[src/design/sbrg_pkg.sv]
package sbrg_pkg;
  localparam int unsigned SBRG_CLK_HZ = 100000000;
  localparam int unsigned SBRG_OVERSAMPLE = 16;
  localparam logic [7:0] SBRG_OFF_DIV_HIGH = 8'h00;
  localparam logic [7:0] SBRG_OFF_DIV_LOW = 8'h04;
  localparam logic [7:0] SBRG_OFF_CTRL2 = 8'h08;
  localparam logic [7:0] SBRG_OFF_OPTIONS = 8'h0C;
  localparam logic [7:0] SBRG_OFF_IRQ_STATUS = 8'h10;
  localparam logic [7:0] SBRG_OFF_IRQ_MASK = 8'h14;
  localparam logic [7:0] SBRG_OFF_STATUS = 8'h18;
  localparam int unsigned SBRG_HIGH_BREAK_IE_BIT = 7;
  localparam int unsigned SBRG_HIGH_EDGE_IE_BIT = 6;
  localparam int unsigned SBRG_CTRL2_RX_EN_BIT = 2;
  localparam int unsigned SBRG_CTRL2_TX_EN_BIT = 3;
  localparam int unsigned SBRG_OPT_PORT_SEL_BIT = 0;
  localparam int unsigned SBRG_IRQ_BREAK_BIT = 0;
  localparam int unsigned SBRG_IRQ_EDGE_BIT = 1;
  localparam logic [7:0] SBRG_DIV_HIGH_RESET = 8'h00;
  localparam logic [7:0] SBRG_DIV_LOW_RESET = 8'h04;
  localparam logic [7:0] SBRG_DIV_HIGH_WMASK = 8'hDF;
  localparam logic [1:0] SBRG_RESP_OKAY = 2'b00;
  localparam logic [1:0] SBRG_RESP_SLVERR = 2'b10;

  typedef struct packed {
    logic [4:0] high;
    logic [7:0] low;
  } sbrg_divisor_t;

  typedef struct packed {
    logic [31:0] data;
    logic [1:0] resp;
  } sbrg_read_t;

  typedef enum logic [2:0] {
    SBRG_IDLE = 3'b001,
    SBRG_RUN = 3'b010,
    SBRG_STOP = 3'b100
  } sbrg_state_t;
endpackage

[src/design/sbrg_core.sv]
`timescale 1ns/1ps
module sbrg_core
  import sbrg_pkg::*;
(
  input wire logic aclk,
  input wire logic aresetn,
  input wire logic [7:0] s_axi_awaddr,
  input wire logic s_axi_awvalid,
  output logic s_axi_awready,
  input wire logic [31:0] s_axi_wdata,
  input wire logic [3:0] s_axi_wstrb,
  input wire logic s_axi_wvalid,
  output logic s_axi_wready,
  output logic [1:0] s_axi_bresp,
  output logic s_axi_bvalid,
  input wire logic s_axi_bready,
  input wire logic [7:0] s_axi_araddr,
  input wire logic s_axi_arvalid,
  output logic s_axi_arready,
  output logic [31:0] s_axi_rdata,
  output logic [1:0] s_axi_rresp,
  output logic s_axi_rvalid,
  input wire logic s_axi_rready,
  input wire logic line_break_detect_flag,
  input wire logic rx_edge_flag,
  output logic oversample_tick,
  output logic bit_tick,
  output logic second_port_position_select,
  output logic irq
);

  function automatic logic hit(input logic [7:0] a, input logic [7:0] off);
    return a[7:2] == off[7:2];
  endfunction

  logic [7:0] high_buf_reg;
  logic [7:0] high_work_reg;
  logic [7:0] low_reg;
  logic [7:0] ctrl2_reg;
  logic port_sel_reg;
  logic [1:0] irq_status_reg;
  logic [1:0] irq_mask_reg;
  logic [7:0] aw_addr_reg;
  logic aw_full_reg;
  logic [31:0] w_data_reg;
  logic [3:0] w_strb_reg;
  logic w_full_reg;
  logic [12:0] div_cnt_reg;
  logic [3:0] os_cnt_reg;
  logic oversample_tick_reg;
  logic bit_tick_reg;
  logic armed_reg;
  logic break_flag_reg;
  logic edge_flag_reg;
  sbrg_state_t state_reg;
  sbrg_state_t state_next;
  sbrg_divisor_t divisor;
  sbrg_read_t rd;
  logic wr_go;
  logic wr_high;
  logic wr_low;
  logic wr_ctrl2;
  logic [1:0] events;
  logic [1:0] w1c;

  assign divisor = '{high: high_work_reg[4:0], low: low_reg};

  // write channel: address and data accepted independently, one write in flight
  assign s_axi_awready = !aw_full_reg && !s_axi_bvalid;
  assign s_axi_wready = !w_full_reg && !s_axi_bvalid;
  assign wr_go = aw_full_reg && w_full_reg && !s_axi_bvalid;
  assign wr_high = wr_go && hit(aw_addr_reg, SBRG_OFF_DIV_HIGH) && w_strb_reg[0];
  assign wr_low = wr_go && hit(aw_addr_reg, SBRG_OFF_DIV_LOW) && w_strb_reg[0];
  assign wr_ctrl2 = wr_go && hit(aw_addr_reg, SBRG_OFF_CTRL2) && w_strb_reg[0];

  always_ff @(posedge aclk) begin
    if (!aresetn) begin
      aw_full_reg <= 1'b0;
      aw_addr_reg <= 8'h00;
    end else if (s_axi_awvalid && s_axi_awready) begin
      aw_full_reg <= 1'b1;
      aw_addr_reg <= s_axi_awaddr;
    end else if (wr_go) begin
      aw_full_reg <= 1'b0;
    end
  end

  always_ff @(posedge aclk) begin
    if (!aresetn) begin
      w_full_reg <= 1'b0;
      w_data_reg <= 32'h0000_0000;
      w_strb_reg <= 4'h0;
    end else if (s_axi_wvalid && s_axi_wready) begin
      w_full_reg <= 1'b1;
      w_data_reg <= s_axi_wdata;
      w_strb_reg <= s_axi_wstrb;
    end else if (wr_go) begin
      w_full_reg <= 1'b0;
    end
  end

  always_ff @(posedge aclk) begin
    if (!aresetn) begin
      s_axi_bvalid <= 1'b0;
      s_axi_bresp <= SBRG_RESP_OKAY;
    end else if (wr_go) begin
      s_axi_bvalid <= 1'b1;
      s_axi_bresp <= (aw_addr_reg > SBRG_OFF_STATUS + 8'h03) ? SBRG_RESP_SLVERR : SBRG_RESP_OKAY;
    end else if (s_axi_bready) begin
      s_axi_bvalid <= 1'b0;
    end
  end

  always_ff @(posedge aclk) begin
    if (!aresetn) begin
      high_buf_reg <= SBRG_DIV_HIGH_RESET;
    end else if (wr_high) begin
      high_buf_reg <= w_data_reg[7:0] & SBRG_DIV_HIGH_WMASK;
    end
  end

  // both halves load together on low write
  always_ff @(posedge aclk) begin
    if (!aresetn) begin
      high_work_reg <= SBRG_DIV_HIGH_RESET;
      low_reg <= SBRG_DIV_LOW_RESET;
    end else if (wr_low) begin
      high_work_reg <= high_buf_reg;
      low_reg <= w_data_reg[7:0];
    end
  end

  always_ff @(posedge aclk) begin
    if (!aresetn) begin
      ctrl2_reg <= 8'h00;
      port_sel_reg <= 1'b0;
      irq_mask_reg <= 2'b00;
    end else if (wr_go && w_strb_reg[0]) begin
      if (wr_ctrl2) begin
        ctrl2_reg <= w_data_reg[7:0];
      end
      if (hit(aw_addr_reg, SBRG_OFF_OPTIONS)) begin
        port_sel_reg <= w_data_reg[SBRG_OPT_PORT_SEL_BIT];
      end
      if (hit(aw_addr_reg, SBRG_OFF_IRQ_MASK)) begin
        irq_mask_reg <= w_data_reg[1:0];
      end
    end
  end

  always_ff @(posedge aclk) begin
    if (!aresetn) begin
      armed_reg <= 1'b0;
    end else if (wr_ctrl2 && (w_data_reg[SBRG_CTRL2_RX_EN_BIT] || w_data_reg[SBRG_CTRL2_TX_EN_BIT])) begin
      armed_reg <= 1'b1;
    end
  end

  assign second_port_position_select = port_sel_reg;

  // flags come from other logic; sticky events taken on rising edge, set beats clear
  always_ff @(posedge aclk) begin
    if (!aresetn) begin
      break_flag_reg <= 1'b0;
      edge_flag_reg <= 1'b0;
    end else begin
      break_flag_reg <= line_break_detect_flag;
      edge_flag_reg <= rx_edge_flag;
    end
  end

  assign events = {rx_edge_flag & ~edge_flag_reg, line_break_detect_flag & ~break_flag_reg};
  assign w1c = (wr_go && w_strb_reg[0] && hit(aw_addr_reg, SBRG_OFF_IRQ_STATUS)) ? w_data_reg[1:0] : 2'b00;

  always_ff @(posedge aclk) begin
    if (!aresetn) begin
      irq_status_reg <= 2'b00;
    end else begin
      irq_status_reg <= (irq_status_reg & ~w1c) | events;
    end
  end

  // level requests from enabled flags, plus masked sticky events
  assign irq = (high_work_reg[SBRG_HIGH_BREAK_IE_BIT] && line_break_detect_flag)
    || (high_work_reg[SBRG_HIGH_EDGE_IE_BIT] && rx_edge_flag)
    || |(irq_status_reg & irq_mask_reg);

  // read channel
  assign s_axi_arready = !s_axi_rvalid;

  always_comb begin
    rd = '{data: 32'h0000_0000, resp: SBRG_RESP_OKAY};
    if (hit(s_axi_araddr, SBRG_OFF_DIV_HIGH)) begin
      rd.data[7:0] = high_work_reg;
    end else if (hit(s_axi_araddr, SBRG_OFF_DIV_LOW)) begin
      rd.data[7:0] = low_reg;
    end else if (hit(s_axi_araddr, SBRG_OFF_CTRL2)) begin
      rd.data[7:0] = ctrl2_reg;
    end else if (hit(s_axi_araddr, SBRG_OFF_OPTIONS)) begin
      rd.data[SBRG_OPT_PORT_SEL_BIT] = port_sel_reg;
    end else if (hit(s_axi_araddr, SBRG_OFF_IRQ_STATUS)) begin
      rd.data[1:0] = irq_status_reg;
    end else if (hit(s_axi_araddr, SBRG_OFF_IRQ_MASK)) begin
      rd.data[1:0] = irq_mask_reg;
    end else if (hit(s_axi_araddr, SBRG_OFF_STATUS)) begin
      rd.data[3:0] = state_reg == SBRG_RUN ? {os_cnt_reg[2:0], 1'b1} : 4'h0;
    end else begin
      rd.resp = SBRG_RESP_SLVERR;
    end
  end

  always_ff @(posedge aclk) begin
    if (!aresetn) begin
      s_axi_rvalid <= 1'b0;
      s_axi_rdata <= 32'h0000_0000;
      s_axi_rresp <= SBRG_RESP_OKAY;
    end else if (s_axi_arvalid && s_axi_arready) begin
      s_axi_rvalid <= 1'b1;
      s_axi_rdata <= rd.data;
      s_axi_rresp <= rd.resp;
    end else if (s_axi_rready) begin
      s_axi_rvalid <= 1'b0;
    end
  end

  always_comb begin
    case (state_reg)
      SBRG_IDLE: state_next = armed_reg ? (divisor == '0 ? SBRG_STOP : SBRG_RUN) : SBRG_IDLE;
      SBRG_RUN: state_next = divisor == '0 ? SBRG_STOP : SBRG_RUN;
      SBRG_STOP: state_next = divisor == '0 ? SBRG_STOP : SBRG_RUN;
      default: state_next = SBRG_IDLE;
    endcase
  end

  always_ff @(posedge aclk) begin
    if (!aresetn) begin
      state_reg <= SBRG_IDLE;
    end else begin
      state_reg <= state_next;
    end
  end

  // modulo count of bus clocks; a divisor reload restarts the count
  always_ff @(posedge aclk) begin
    if (!aresetn) begin
      div_cnt_reg <= 13'h0000;
      os_cnt_reg <= 4'h0;
      oversample_tick_reg <= 1'b0;
      bit_tick_reg <= 1'b0;
    end else if (state_reg != SBRG_RUN || wr_low) begin
      div_cnt_reg <= 13'h0000;
      os_cnt_reg <= 4'h0;
      oversample_tick_reg <= 1'b0;
      bit_tick_reg <= 1'b0;
    end else if (div_cnt_reg == divisor - 13'h0001) begin
      div_cnt_reg <= 13'h0000;
      os_cnt_reg <= os_cnt_reg + 4'h1;
      oversample_tick_reg <= 1'b1;
      bit_tick_reg <= os_cnt_reg == 4'(SBRG_OVERSAMPLE - 1);
    end else begin
      div_cnt_reg <= div_cnt_reg + 13'h0001;
      oversample_tick_reg <= 1'b0;
      bit_tick_reg <= 1'b0;
    end
  end

  assign oversample_tick = oversample_tick_reg;
  assign bit_tick = bit_tick_reg;

  property p_high_buffered;
    @(posedge aclk) disable iff (!aresetn)
    (wr_high && !wr_low) |=> $stable(high_work_reg);
  endproperty
  a_high_buffered: assert property (p_high_buffered) else $error("high divisor changed without low write");

  property p_load_together;
    @(posedge aclk) disable iff (!aresetn)
    wr_low |=> (high_work_reg == $past(high_buf_reg)) && (low_reg == $past(w_data_reg[7:0]));
  endproperty
  a_load_together: assert property (p_load_together) else $error("halves not loaded together");

  property p_idle_until_armed;
    @(posedge aclk) disable iff (!aresetn)
    !armed_reg |-> !oversample_tick && state_reg == SBRG_IDLE;
  endproperty
  a_idle_until_armed: assert property (p_idle_until_armed) else $error("generator ran before enable");

  property p_zero_stops;
    @(posedge aclk) disable iff (!aresetn)
    (divisor == '0) [*2] |-> !oversample_tick;
  endproperty
  a_zero_stops: assert property (p_zero_stops) else $error("ticks with zero divisor");

  // divisor one: a tick on every bus clock
  property p_tick_spacing_one;
    @(posedge aclk) disable iff (!aresetn)
    (oversample_tick && divisor == 13'h0001 && state_reg == SBRG_RUN && !wr_low) |=> oversample_tick;
  endproperty
  a_tick_spacing_one: assert property (p_tick_spacing_one) else $error("oversample ticks not back to back");

  property p_tick_period;
    @(posedge aclk) disable iff (!aresetn)
    (oversample_tick && divisor == 13'h0002 && $stable(divisor) && state_reg == SBRG_RUN && !wr_low)
      |=> !oversample_tick ##1 (oversample_tick || $past(wr_low) || $past(divisor) != 13'h0002
      || $past(state_reg) != SBRG_RUN);
  endproperty
  a_tick_period: assert property (p_tick_period) else $error("oversample period wrong");

  property p_bit_sixteen;
    @(posedge aclk) disable iff (!aresetn)
    bit_tick |-> oversample_tick && $past(os_cnt_reg) == 4'hF;
  endproperty
  a_bit_sixteen: assert property (p_bit_sixteen) else $error("bit tick not on sixteenth");

  property p_pack;
    @(posedge aclk) disable iff (!aresetn)
    divisor == {high_work_reg[4:0], low_reg};
  endproperty
  a_pack: assert property (p_pack) else $error("divisor packing wrong");

  property p_break_irq;
    @(posedge aclk) disable iff (!aresetn)
    (high_work_reg[SBRG_HIGH_BREAK_IE_BIT] && line_break_detect_flag) |-> irq;
  endproperty
  a_break_irq: assert property (p_break_irq) else $error("break interrupt missing");

  property p_edge_irq;
    @(posedge aclk) disable iff (!aresetn)
    (high_work_reg[SBRG_HIGH_EDGE_IE_BIT] && rx_edge_flag) |-> irq;
  endproperty
  a_edge_irq: assert property (p_edge_irq) else $error("edge interrupt missing");

  property p_port_sel;
    @(posedge aclk) disable iff (!aresetn)
    (wr_go && w_strb_reg[0] && hit(aw_addr_reg, SBRG_OFF_OPTIONS))
      |=> second_port_position_select == $past(w_data_reg[0]);
  endproperty
  a_port_sel: assert property (p_port_sel) else $error("port select not written");

endmodule // sbrg_core

[config.mk]
export PLATFORM = sky130hd
export DESIGN_NAME = sbrg_core
export DESIGN_NICKNAME = d
export VERILOG_FILES = /design/src/design/sbrg_pkg.sv /design/src/design/sbrg_core.sv
export SDC_FILE = /design/constraint.sdc
export NUM_CORES = 1
export LEC_CHECK = 0
export ABC_CLOCK_PERIOD_IN_PS = 3000
export BUFFER_PORTS_ARGS = -buffer_cell sky130_fd_sc_hd__buf_2
export CAP_MARGIN = 15
export CORE_ASPECT_RATIO = 0.6
export CORE_UTILIZATION = 54
export CTS_CLUSTER_SIZE = 40
export DETAILED_ROUTE_END_ITERATION = 10
export PLACE_DENSITY_LB_ADDON = 0.08
export SLEW_MARGIN = 20
export SYNTH_ARGS = -nofsm -noshare
export SYNTH_HDL_FRONTEND = slang
export SYNTH_SLANG_ARGS = --single-unit
[constraint.sdc]
create_clock -name aclk -period 3 [get_ports aclk]
set_clock_uncertainty 0.2 [all_clocks]
set_input_delay 0.15 -clock aclk [delete_from_list [all_inputs] [get_ports aclk]]
set_output_delay 0.15 -clock aclk [all_outputs]
set_load 0.02 [all_outputs]
==> impl_metrics.toml <==
[timing]
finalHoldViolations = 0
rsz0062_at_grt = "false"
setup_slack_ns = 0.191
setup_tns_ns = 0
fmax_ghz = 0.356
finalSetupViolations = 0
maxSlewViolCount = 0
post-route-period-util = 0.936
period_needed_ns = 2.81
tightestPinTransition_ns = 0.644
slew_headroom = 0.570

[final_layout]
n_fill_cell = 689
multi_input_area_um2 = 2510
drive_above_1_share = 0.161
area_growth_pct = 18.6
fin_nets = 662
largest_reg_flops = 13
post-route-cell-area_um2 = 5380
antenna_cells = 0
ff_latch_area_um2 = 1780

[global_routing]
track_usage = 0.276
grt_pass1_vias = 3567
grt_pass1_wl_mm = 18.3
grt_max_degree = 69
overflow = 0
antenna_found_initial = 0

[place]
dp_hpwl_mm = 8.12
globalplace.congestion = 0.910
dp_slack_ns = 0.220
placed_area_um2 = 4790
io_buffers = 48

[critical_path]
worstSetupEndpointType = "register"
r2r_slack_ns = 0.19
reg2regPathDepth = 6
startpoint = "low_reg[2]$_SDFFE_PN1P_"
crit_fanout = 12
rr_startpoint = "low_reg[2]$_SDFFE_PN1P_"
cp_data_arrival_time_ns = 2.88
cp.required_ns = 3.07
start_kind = "register"
worstSetupPathType = "reg -> reg"

[cts]
clock_path_buffers = 2
cts-root-buf = "clkbuf_16"
htree_levels = 3
cts_tree = "yes"
cts.reportedPaths.clkPinSlew_ns = 0.06
clock_sinks = 89
cts_buffers = 9
clk-insertion-delay-late_ns = 0.34
cts_setup_buffers = 0

[synth]
avgSynthCellArea_um2 = 8.54
synthFlopType = "dfxtp_1"
ys_seq_elements = 89
ys_warn_count = 0
synth_area_um2 = 4530
synthCells = 531
seq_area_frac_synth = 0.393
synth.distinct_cells = 60
synthArstFlopShare = 0
synth_edf_count = 0

[power_and_ir_drop]
power.leakage_uw = 0.00204
power_density_nw_per_um2 = 499
max-vdd-ir-drop_v = 0.000343

[die]
core_area_um2 = 8010
ios = 106
die_area_um2 = 8780
initial_core_util = 0.566
row_count = 25
die_y_um = 73.0
die_w_um = 120

[detailed_routing]
wl_mm = 11.4
vias = 3910
drt_pre_antenna_iters = 5
ant_nets = 0
vias_per_cell = 5.51
post_drt_wl_per_cell_um = 16.0
initialDrtViolationCount = 315
route.detailed.drc = 0

[status]
status = "complete, no violations"

[hold_path]
worstHoldStart = "aresetn"
hold_class = "in -> reg"
whs_path_depth = 4

[job]
maxCapViolations = 0
cells in the final DEF (no fill, tap or decap), types with 5 or more instances in the layout:
cell,n
nand4_1,6
nand2_1,87
nor3b_1,5
clkbuf_16,9
buf_4,13
nand3_1,15
a21oi_1,15
inv_1,10
and3_1,5
nor2b_1,28
or3_1,5
dlygate4sd3_1,24
nor2_1,17
nor4_1,5
dfxtp_1,89
nor3_1,21
a21boi_0,36
buf_2,48
and2_1,7
mux2i_1,25
xnor2_1,14
o21ai_0,13
a31oi_1,5
a22oi_1,5
conb_1,26
xor2_1,9
power breakdown:
| part | internal [uW] | leakage [uW] | switching [uW] |
|---|---|---|---|
| Clock | 779 | 0.000162 | 467 |
| Sequential | 1210 | 0.000722 | 30.2 |
| Combinational | 79.4 | 0.00115 | 118 |
| Total | 2070 | 0.00204 | 616 |
routing by layer:
| metal | GRT usage | vias up | part of all wire |
|---|---|---|---|
| li1 | - | 1928 | - |
| met1 | 0.414 | 1834 | 0.52 |
| met2 | 0.391 | 135 | 0.40 |
| met3 | 0.0617 | 13 | 0.071 |
| met4 | 0.0796 | 0 | 0.013 |
| met5 | 0 | - | 0 |
stage by stage:
step / hold WS [ns] / instances / total power (uW) / util
finish: 0.0369 / 710 / 2680 / 0.671
global route: 0.0741 / 710 / 2780 / 0.671
CTS: 0.0285 / 710 / 2690 / 0.670
detailed placement: 0.204 / 670 / 1430 / 0.598
global placement: 0.191 / 670 / 1430 / 0.598
floorplan: 0.0717 / 556 / 1400 / -
cells in the mapped netlist (2+ instances only):
cell type  count  share of area
nor3_1        21          0.023
or2_2          3         0.0041
buf_1          2         0.0017
and2_1         7         0.0097
o21a_1         4         0.0066
inv_1         10         0.0083
clkbuf_1      22          0.018
xor2_1         9          0.017
xnor2_1       14          0.027
nor2b_1       28          0.039
nand2_1       87          0.072
o22ai_1        2         0.0028
nand3_1       15          0.017
buf_4         26          0.043
nor4_1         5         0.0069
mux2i_1       25          0.055
or4_4          4         0.0099
a22oi_1        5         0.0083
dfxtp_1       89           0.39
o31ai_1        2         0.0033
nand4b_1       2         0.0039
and3_1         5         0.0069
o21ai_0       13          0.014
nor2_1        17          0.014
o211a_1        2         0.0044
nor4_2         2         0.0055
nor3b_1        6         0.0099
ha_1           4          0.011
a21oi_1       15          0.017
a31oi_1        5         0.0069
a211o_1        2         0.0039
buf_2          4         0.0044
a21boi_0      36          0.060
or3_1          5         0.0069
nor4b_1        3         0.0058
nand4_1        6         0.0083
worst max-delay path, stage by stage (launching register included):
cell and delay (ns):
dfxtp_1 0.46, nor4_2 0.58, a211o_1 0.25, nand4_1 0.10
or4_4 0.59, or4_1 0.41, a21oi_1 0.15
cell type report:
cell class                 count  area share
clock inverter                 5      0.0158
timing repair buffer          85       0.108
clock buffer                  11      0.0470
tap                          108      0.0251
inverter                      10     0.00698
multi-input combinational    402       0.466
sequential                    89       0.331
timing repair:
action / CTS / global route
endpoints found under the setup margin: 0 / 2
gates resized for setup: 0 / 3
hold endpoints to repair: 22 / 0
hold buffers: 24 / 0
logic make-up after synthesis:
group / count (synthesis) / share of synthesized area
flops: 89 / 0.393
simple gates: 225 / 0.263
xor+xnor: 23 / 0.0444
buf+inv: 65 / 0.0781
other cells: 1 / 0.000827
compound gates: 97 / 0.147
mux: 27 / 0.0627
fa+ha+maj: 4 / 0.0110
final timing paths:
check                                       to
setup / recovery    os_cnt_reg[0]$_SDFFE_PP0N_
hold / removal      os_cnt_reg[2]$_SDFFE_PP0N_
setup reg to reg    os_cnt_reg[0]$_SDFFE_PP0N_
hold reg to reg   high_buf_reg[3]$_SDFFE_PN0P_
(Power assumes the default switching activity.)
